==> config.mk <==
export PLATFORM = sky130hd
export DESIGN_NAME = fsr_status
export DESIGN_NICKNAME = d
export VERILOG_FILES = /design/src/fsr_sticky.v /design/src/fsr_deadline.v /design/src/fsr_status.v
export VERILOG_INCLUDE_DIRS = /design/src
export SDC_FILE = /design/constraint.sdc
export NUM_CORES = 1
export LEC_CHECK = 0
export ABC_AREA = 1
export BUFFER_PORTS_ARGS = -buffer_cell sky130_fd_sc_hd__buf_2
export CORE_ASPECT_RATIO = 0.5
export CORE_MARGIN = 10
export CORE_UTILIZATION = 47
export DETAILED_ROUTE_END_ITERATION = 10
export PLACE_DENSITY = 0.76
export SYNTH_ARGS = -nofsm -noshare
export SYNTH_HDL_FRONTEND = slang
export SYNTH_SLANG_ARGS = --single-unit
==> constraint.sdc <==
create_clock -name clk -period 1.85 [get_ports clk]
set_input_delay 0.37 -clock clk [delete_from_list [all_inputs] [get_ports clk]]
set_output_delay 0.37 -clock clk [all_outputs]
set_load 0.01 [all_outputs]
==> src/fsr_defs.vh <==
// fsr_defs.vh: constants for the floppy status reporting block.
// assumes a 50 MHz core clock and a sequencer that drives the event inputs.
//
// Contract
// - digital input bit 7 is the inverse of the cable disk-change level.
// - at-style mode ignores the polarity-invert strap for the disk-change bit.
// - at-style mode forces disk-change inactive when drive inputs are forced off.
// - at-style mode leaves digital input bits 6 to 0 undriven on reads.
// - ps2-style mode reads bits 6 to 3 as ones.
// - bits 2 to 1 show data rate; soft reset keeps it, hard reset gives 250k.
// - bit 0 low at 500k or 1M, high at 250k or 300k.
// - result bytes come from data register only in result phase.
// - status zero bits 7 to 6 hold the termination code.
// - status zero bit 5 set when seek or recalibrate completes.
// - status zero bit 4 set when recalibrate ends without track zero.
// - status zero bit 2 head, bits 1 to 0 drive, captured at execution end.
// - status one bit 7 set on last end-of-track byte without terminal count.
// - status one bit 5 flags crc error; status two bit 5 tells data field.
// - status one bit 4 set when host misses the service deadline.
// - status one bit 2 set on sector missing, read-id failure or start missing.
// - status one bit 1 set on write or format with write-protect active.
// - status one bit 0 set on missing address mark; status two bit 0 tells data mark.
// - data-field crc error also sets status one crc bit.
`ifndef FSR_DEFS_VH
`define FSR_DEFS_VH

// low address bits of the two i/o ports
`define FSR_PORT_DATA 3'h5
`define FSR_PORT_DIN 3'h7

// data rate codes
`define FSR_RATE_500K 2'h0
`define FSR_RATE_300K 2'h1
`define FSR_RATE_250K 2'h2
`define FSR_RATE_1M 2'h3
`define FSR_RATE_RESET 2'h2

// result byte index
`define FSR_IDX_ST0 2'h0
`define FSR_IDX_ST1 2'h1
`define FSR_IDX_ST2 2'h2

// digital input fields
`define FSR_DIN_CHG 7
`define FSR_DIN_ONES 4'hf
`define FSR_DIN_LOW_Z 7'h7f

// service deadlines in us and clock rate in mhz
`define FSR_CLK_MHZ 50
`define FSR_T_SLOW_US 62
`define FSR_T_250_US 30
`define FSR_T_500_US 14
`define FSR_T_1M_US 6
`define FSR_CYC_SLOW (`FSR_T_SLOW_US * `FSR_CLK_MHZ)
`define FSR_CYC_250 (`FSR_T_250_US * `FSR_CLK_MHZ)
`define FSR_CYC_500 (`FSR_T_500_US * `FSR_CLK_MHZ)
`define FSR_CYC_1M (`FSR_T_1M_US * `FSR_CLK_MHZ)
`define FSR_CNT_W 12

`endif

==> src/fsr_sticky.v <==
// fsr_sticky.v: a bank of sticky status flags.
// assumes set and clear are synchronous one-cycle pulses.
`timescale 1ns/10ps
module fsr_sticky #(
  parameter W = 8
) (
  // clock and reset
  input wire clk,
  input wire rst,
  // control
  input wire clr,
  input wire [W-1:0] set,
  // flags
  output wire [W-1:0] q
);
  reg [W-1:0] flag;
  genvar i;
  generate
    for (i = 0; i < W; i = i + 1)
    begin : g_bit
      always @(posedge clk)
      begin
        // set beats a clear landing in the same cycle
        if (rst)
          flag[i] <= 1'b0;
        else if (set[i])
          flag[i] <= 1'b1;
        else if (clr)
          flag[i] <= 1'b0;
      end
    end
  endgenerate
  assign q = flag;
endmodule

==> src/fsr_deadline.v <==
// fsr_deadline.v: host service deadline watch for execution transfers.
// assumes req is a level held until ack pulses.
`include "fsr_defs.vh"
`timescale 1ns/10ps
module fsr_deadline #(
  parameter CW = `FSR_CNT_W
) (
  // clock and reset
  input wire clk,
  input wire rst,
  // rate and request
  input wire [1:0] rate,
  input wire req,
  input wire ack,
  // result
  output reg expire
);
  reg [CW-1:0] cnt;
  reg fired;
  reg [CW-1:0] limit;
  // deadlines held at counter width so the limit mux never truncates
  localparam [CW-1:0] LIM_SLOW = `FSR_CYC_SLOW;
  localparam [CW-1:0] LIM_250 = `FSR_CYC_250;
  localparam [CW-1:0] LIM_500 = `FSR_CYC_500;
  localparam [CW-1:0] LIM_1M = `FSR_CYC_1M;

  always @*
  begin
    case (rate)
      `FSR_RATE_500K: limit = LIM_500;
      `FSR_RATE_1M: limit = LIM_1M;
      `FSR_RATE_250K: limit = LIM_250;
      // 300k uses the 250k figure, slightly generous for that rate
      `FSR_RATE_300K: limit = LIM_250;
      default: limit = LIM_SLOW;
    endcase
  end

  always @(posedge clk)
  begin
    if (rst)
    begin
      cnt <= {CW{1'b0}};
      fired <= 1'b0;
      expire <= 1'b0;
    end
    else
    begin
      expire <= 1'b0;
      if (!req || ack)
      begin
        cnt <= {CW{1'b0}};
        fired <= 1'b0;
      end
      else if (!fired)
      begin
        if (cnt >= limit - 1'b1)
        begin
          // one pulse per missed request
          expire <= 1'b1;
          fired <= 1'b1;
        end
        else
          cnt <= cnt + 1'b1;
      end
    end
  end
endmodule

==> src/fsr_status.v <==
// fsr_status.v: digital input register and result status bytes.
// assumes the command sequencer pulses the event inputs and steps
// result_index while result_phase is high; rst is the hardware reset.
`include "fsr_defs.vh"
`timescale 1ns/10ps
module fsr_status (
  // clock and reset
  input wire clk,
  input wire rst,
  input wire soft_rst,
  // host i/o port
  input wire [2:0] io_addr,
  input wire io_rd,
  output reg [7:0] rd_data,
  output reg [7:0] rd_data_oe_n,
  // rate select write
  input wire rate_wr,
  input wire [1:0] rate_wdata,
  // mode and straps
  input wire at_mode,
  input wire invert_strap,
  input wire drive_inputs_off,
  // drive cable
  input wire disk_change_flag,
  input wire track_zero,
  input wire write_protect,
  input wire transfer_end_count,
  // command sequencing
  input wire cmd_start,
  input wire result_phase,
  input wire [1:0] result_index,
  input wire exec_end,
  input wire [1:0] term_code,
  input wire head_sel,
  input wire [1:0] drive_sel,
  // execution events
  input wire seek_done,
  input wire recal_active,
  input wire recal_done,
  input wire eot_last_byte,
  input wire crc_addr_err,
  input wire crc_data_err,
  input wire sector_missing,
  input wire read_id_fail,
  input wire track_start_missing,
  input wire write_cmd_issue,
  input wire addr_mark_missing,
  input wire data_mark_missing,
  // host service handshake
  input wire service_req,
  input wire service_ack,
  // status to the rest of the controller
  output reg [1:0] data_rate,
  output reg overrun_flag
);
  reg [1:0] end_code;
  reg end_head;
  reg [1:0] end_drive;
  reg track0_hit;
  reg chg_sync;
  reg [7:0] next_rd_data;
  reg [7:0] next_oe_n;
  reg [7:0] din_val;
  wire [7:0] st0;
  wire [7:0] st1;
  wire [7:0] st2;
  wire [7:0] st1_flags;
  wire [7:0] st2_flags;
  wire [7:0] st1_set;
  wire [7:0] st2_set;
  wire [7:0] st0_set;
  wire [7:0] st0_flags;
  wire overrun_pulse;
  wire chg_active;
  wire rd_din;
  wire rd_dat;

  // data rate: only a hardware reset restores it
  always @(posedge clk)
  begin
    if (rst)
      data_rate <= `FSR_RATE_RESET;
    else if (rate_wr)
      data_rate <= rate_wdata;
  end

  // disk change level; the strap has no say in either mode
  assign chg_active = ~disk_change_flag;

  always @(posedge clk)
  begin
    if (rst)
      chg_sync <= 1'b0;
    else if (at_mode && drive_inputs_off)
      chg_sync <= 1'b0;
    else
      chg_sync <= chg_active;
  end

  // end-of-execution capture
  always @(posedge clk)
  begin
    if (rst || soft_rst)
    begin
      end_code <= 2'h0;
      end_head <= 1'b0;
      end_drive <= 2'h0;
    end
    else if (exec_end)
    begin
      end_code <= term_code;
      end_head <= head_sel;
      end_drive <= drive_sel;
    end
  end

  // track zero seen during the current recalibrate
  always @(posedge clk)
  begin
    if (rst || cmd_start)
      track0_hit <= 1'b0;
    else if (recal_active && track_zero)
      track0_hit <= 1'b1;
  end

  // status zero sticky bits
  assign st0_set[7:6] = 2'h0;
  assign st0_set[5] = seek_done | recal_done;
  assign st0_set[4] = recal_done & ~track0_hit & ~track_zero;
  assign st0_set[3:0] = 4'h0;

  // status one sticky bits
  assign st1_set[7] = eot_last_byte & ~transfer_end_count;
  assign st1_set[6] = 1'b0;
  assign st1_set[5] = crc_addr_err | crc_data_err;
  assign st1_set[4] = overrun_pulse;
  assign st1_set[3] = 1'b0;
  assign st1_set[2] = sector_missing | read_id_fail | track_start_missing;
  assign st1_set[1] = write_cmd_issue & write_protect;
  assign st1_set[0] = addr_mark_missing | data_mark_missing;

  // status two: only the bits that qualify status one are kept here
  assign st2_set[7:6] = 2'h0;
  assign st2_set[5] = crc_data_err;
  assign st2_set[4:1] = 4'h0;
  assign st2_set[0] = data_mark_missing;

  fsr_sticky #(
    .W(8)
  ) u_st0 (
    .clk(clk),
    .rst(rst),
    .clr(cmd_start | soft_rst),
    .set(st0_set),
    .q(st0_flags)
  );

  fsr_sticky #(
    .W(8)
  ) u_st1 (
    .clk(clk),
    .rst(rst),
    .clr(cmd_start | soft_rst),
    .set(st1_set),
    .q(st1_flags)
  );

  fsr_sticky #(
    .W(8)
  ) u_st2 (
    .clk(clk),
    .rst(rst),
    .clr(cmd_start | soft_rst),
    .set(st2_set),
    .q(st2_flags)
  );

  fsr_deadline #(
    .CW(`FSR_CNT_W)
  ) u_deadline (
    .clk(clk),
    .rst(rst),
    .rate(data_rate),
    .req(service_req),
    .ack(service_ack),
    .expire(overrun_pulse)
  );

  always @(posedge clk)
  begin
    if (rst)
      overrun_flag <= 1'b0;
    else
      overrun_flag <= st1_flags[4];
  end

  // status zero byte: termination, seek and equipment flags, captured unit
  assign st0[7:6] = end_code;
  assign st0[5] = st0_flags[5];
  assign st0[4] = st0_flags[4];
  assign st0[3] = 1'b0;
  assign st0[2] = end_head;
  assign st0[1:0] = end_drive;
  // status one byte; bits 6 and 3 are unused and read low
  assign st1[7] = st1_flags[7];
  assign st1[6] = 1'b0;
  assign st1[5] = st1_flags[5];
  assign st1[4] = st1_flags[4];
  assign st1[3] = 1'b0;
  assign st1[2] = st1_flags[2];
  assign st1[1] = st1_flags[1];
  assign st1[0] = st1_flags[0];
  // status two keeps only the bits that qualify status one
  assign st2[7:6] = 2'h0;
  assign st2[5] = st2_flags[5];
  assign st2[4:1] = 4'h0;
  assign st2[0] = st2_flags[0];

  // digital input value in the compatibility mode that does drive the low bits
  always @*
  begin
    din_val = 8'h00;
    din_val[`FSR_DIN_CHG] = chg_sync;
    din_val[6:3] = `FSR_DIN_ONES;
    din_val[2:1] = data_rate;
    // high density indicator is low for the two fast rates
    din_val[0] = ~((data_rate == `FSR_RATE_500K) || (data_rate == `FSR_RATE_1M));
  end

  assign rd_din = io_rd && (io_addr == `FSR_PORT_DIN);
  assign rd_dat = io_rd && (io_addr == `FSR_PORT_DATA) && result_phase;

  always @*
  begin
    next_rd_data = 8'h00;
    next_oe_n = 8'hff;
    if (rd_din)
    begin
      next_rd_data = din_val;
      next_oe_n = 8'h00;
      if (at_mode)
      begin
        // low bits belong to the hard disk side, so they float
        next_rd_data[6:0] = 7'h00;
        next_oe_n[6:0] = `FSR_DIN_LOW_Z;
      end
    end
    else if (rd_dat)
    begin
      // outside the result phase this port stays quiet here
      next_oe_n = 8'h00;
      case (result_index)
        `FSR_IDX_ST0: next_rd_data = st0;
        `FSR_IDX_ST1: next_rd_data = st1;
        `FSR_IDX_ST2: next_rd_data = st2;
        default: next_rd_data = 8'h00;
      endcase
    end
  end

  always @(posedge clk)
  begin
    if (rst)
    begin
      rd_data <= 8'h00;
      rd_data_oe_n <= 8'hff;
    end
    else
    begin
      rd_data <= next_rd_data;
      rd_data_oe_n <= next_oe_n;
    end
  end
endmodule

==> metrics.md <==
| Metric | Value |
|---|---|
| Switching portion of total power | 25.2% |
| Max-slew violation count | 0 |
| Max Fclk | 512 MHz |
| Drt total wl | 5.79 mm |
| Post-synthesis sequential area ratio | 39.7% |
| Share of layout cells above drive strength 1 | 35.5% |
| Setup violations, final | 14 |
| Peak supply drop | 0.378 mV |
| Seq cells post-synth | 44 |
| M3 GR Usage | 3.70% |
| Vias | 2113 |
| DRT Pass-1 Iters | 4 |
| Rel. slew slack | 58.5% |
| Die W | 117 um |
| HP Class | in2reg |
| Fin crit period | 1.95 ns |
| CTS root buf | clkbuf_8 |
| Clock power share | 34.9% |
| Hold Crit Depth | 3 |
| Worst-Margin Slew | 0.622 ns |
| All-Layer GR Usage | 13.5% |
| Cells on worst reg2reg path | 12 |
| Critical path peak fanout | 8 |
| Sink Count | 44 |
| Max_cap viols | 0 |
| WP data required | 2.02 ns |
| Combinational Power Share | 11.5% |
| Dpl cell area | 0.00258 mm^2 |
| Leakage Power | 1.26 nW |
| TritonCTS Buffers | 5 |
| Core Footprint | 0.00449 mm^2 |
| Cell taking the most area after synthesis | dfxtp_1 |
| Antenna Nets Post-Route | 0 |
| Clock-pin slew on the worst setup and hold paths | 0.09 ns |
| Net count, final | 413 |
| DRC | 0 |
| Mapped Cells | 294 |
| Skew final | 0.00508 ns |
| Setup CP Type | reg2reg |
| DP Worst Slack | -0.222 ns |
| Row count | 17 |
| Switch Pwr | 463 uW |
| DIE AREA | 0.00804 mm^2 |
| Iter 0 DRT Violations | 93 |
| Worst EP arrival | 2.12 ns |
| Final worst slack | -0.102 ns |
| Number of inserted diodes | 0 |
| Crit. End Element | register |
| Via count of the first global-routing pass | 2018 |
| Routability Congestion | 0.825 |
| Pwr Density | 634 mW/mm^2 |
| Synth-to-Final Area Change | 30.4% |
| RSZ-0062 raised after global routing | yes |
| Via/cell ratio | 4.93 |
| Busiest grt layer | met2 |
| Seq pwr share | 53.7% |
| Failing checks | negative setup slack |
| Period utilization | 106% |
| Post-CTS Hold Fix Bufs | 0 |
| Final hold violations | 0 |
| Port bufs | 58 |
| Initial antenna violation count | 0 |
| Share of the synthesized area in the top cell type | 39.7% |
| P_int | 1.37 mW |
| # H-tree levels | 2 |
| Met2 GRT Util | 26.1% |
| GRT Residual Overflow | 0 |
| Largest net degree at the start of global routing | 24 |
| Mapped Area | 0.00222 mm^2 |
| First-pass GRT wire length | 8.76 mm |
| Longest Clk Path Bufs | 2 |
| Finished Cell Area | 0.00290 mm^2 |
| Post-DP HPWL | 4.03 mm |
| Die H | 68.6 um |
| Io pins | 60 |
| Post-synth cell types | 29 |
| WL per Instance | 13.5 um |
| Most common cell after layout, fill and taps aside | nand2_1 |
| Ranking of synthesized cells by area | dfxtp_1 40%, nand2_1 13%, a21oi_1 6.3% |
| CP startpoint kind | register |
| Mean post-synth cell area | 7.55 um^2 |
| Met1 usage | 14.0% |
| Initial Util | 49.5% |
| CTS tree | done |
| Run status | finished, violations left |
| Syn Nets | 345 |
| Worst skew pair latency | 0.29 ns |
| Most frequent cells in the layout | 71 x nand2_1, 58 x buf_2, 42 x dfxtp_1 |
| Ys Warns | 0 |
[synthesized netlist by cell type]
cell type / number
dfxtp_1: 44
buf_4: 7
nor2_2: 3
xor2_1: 3
nor3_2: 1
buf_2: 2
xnor2_1: 4
nand3_1: 14
o21ai_0: 5
nand2_1: 75
a21oi_2: 9
buf_6: 3
nor2_4: 1
nand3_2: 10
nand2_2: 1
a22o_1: 1
and3_1: 1
inv_1: 34
nor3_1: 3
nand4_1: 3
nor2_1: 25
ha_1: 10
clkbuf_1: 1
nand4_2: 1
inv_2: 1
o21ai_1: 2
a21oi_1: 28
or3_1: 1
a211o_1: 1
[through the flow]
stage	util [%]	setup TNS, ns	hold slack [ns]	total power [mW]	std cells
after floorplan	-	0	0.411	1.10	294
after global placement	57.5	-1.68	0.424	1.17	414
after detailed placement	57.5	-2.19	0.428	1.18	414
after CTS	62.4	-0.150	0.292	1.82	426
after global routing	64.5	-1.79	0.287	1.91	429
final	64.5	-0.902	0.289	1.83	429
[state kept, by name, indices dropped and copies added (netlist names)]
| name | flops |
|---|---|
| u_st2.q | 2 |
| u_deadline.expire | 1 |
| u_deadline.cnt | 12 |
| u_st1.q | 6 |
| data_rate | 2 |
| end_head | 1 |
| overrun_flag | 1 |
| rd_data | 8 |
| u_deadline.fired | 1 |
| end_drive | 2 |
| rd_data_oe_n | 2 |
| chg_sync | 1 |
| track0_hit | 1 |
| end_code | 2 |
| u_st0.q | 2 |
[final cells by class]
class                      count  area [um^2]
tap                           66         82.6
multi-input combinational    202         1250
sequential                    44          883
clock inverter                 1         7.51
timing repair buffer          74          448
fill                         357         1590
clock buffer                   7         86.3
inverter                      35          136
[logic make-up (layout without fill, tap and decap cells)]
family / after synthesis / count (layout) / synth area share [%]
and+or+nand+nor: 139 / 139 / 29.3
buffers and inverters: 48 / 117 / 10.4
AOI/OAI and AO/OA: 46 / 46 / 12.2
DFF: 44 / 44 / 39.7
adders and majority gates: 10 / 10 / 5.63
xor gates and xnor gates: 7 / 7 / 2.76
[per-layer routing]
| layer | vias up | routed length (um) |
|---|---|---|
| met5 | - | 0 |
| met2 | 34 | 3080 |
| met3 | 8 | 298 |
| met1 | 999 | 2330 |
| met4 | 0 | 83 |
| li1 | 1072 | - |
[power by group through the flow]
stage / clock [mW] / sequential [mW] / combinational (mW)
2_1_floorplan: 0 / 1.01 / 0.0898
3_3_place_gp: 0 / 1.01 / 0.165
3_5_place_dp: 0 / 1.01 / 0.173
4_1_cts: 0.643 / 0.985 / 0.193
5_1_grt: 0.693 / 0.988 / 0.233
6_report: 0.640 / 0.984 / 0.210
[what timing repair did]
action                                 4_1_cts  5_1_grt
pin swaps                                   10       10
endpoints found under the hold margin        0        0
gates resized for setup                     13       17
setup buffers                                3        3
setup endpoints to repair                   13       14
cloned                                       1        0
[worst paths after layout]
path / startpoint / endpoint / slack (ns)
worst max register to register: data_rate[1] / u_deadline.cnt[5] / -0.10
worst min-delay path: crc_data_err / u_st2.q[5] / 0.29
worst max-delay path: data_rate[1] / u_deadline.cnt[5] / -0.10
worst min register to register: u_deadline.fired / u_deadline.expire / 0.44
[critical path, cell delays in order, from the launching register on]
cell	delay [ns]
dfxtp_2	0.35
inv_2	0.05
ha_4	0.28
inv_6	0.05
ha_4	0.25
nand2_2	0.08
nand2_2	0.07
nor2_4	0.14
buf_4	0.14
nand4_4	0.11
buf_6	0.15
nand2_1	0.08
a21oi_2	0.06
Power figures use the tool's default switching activity.
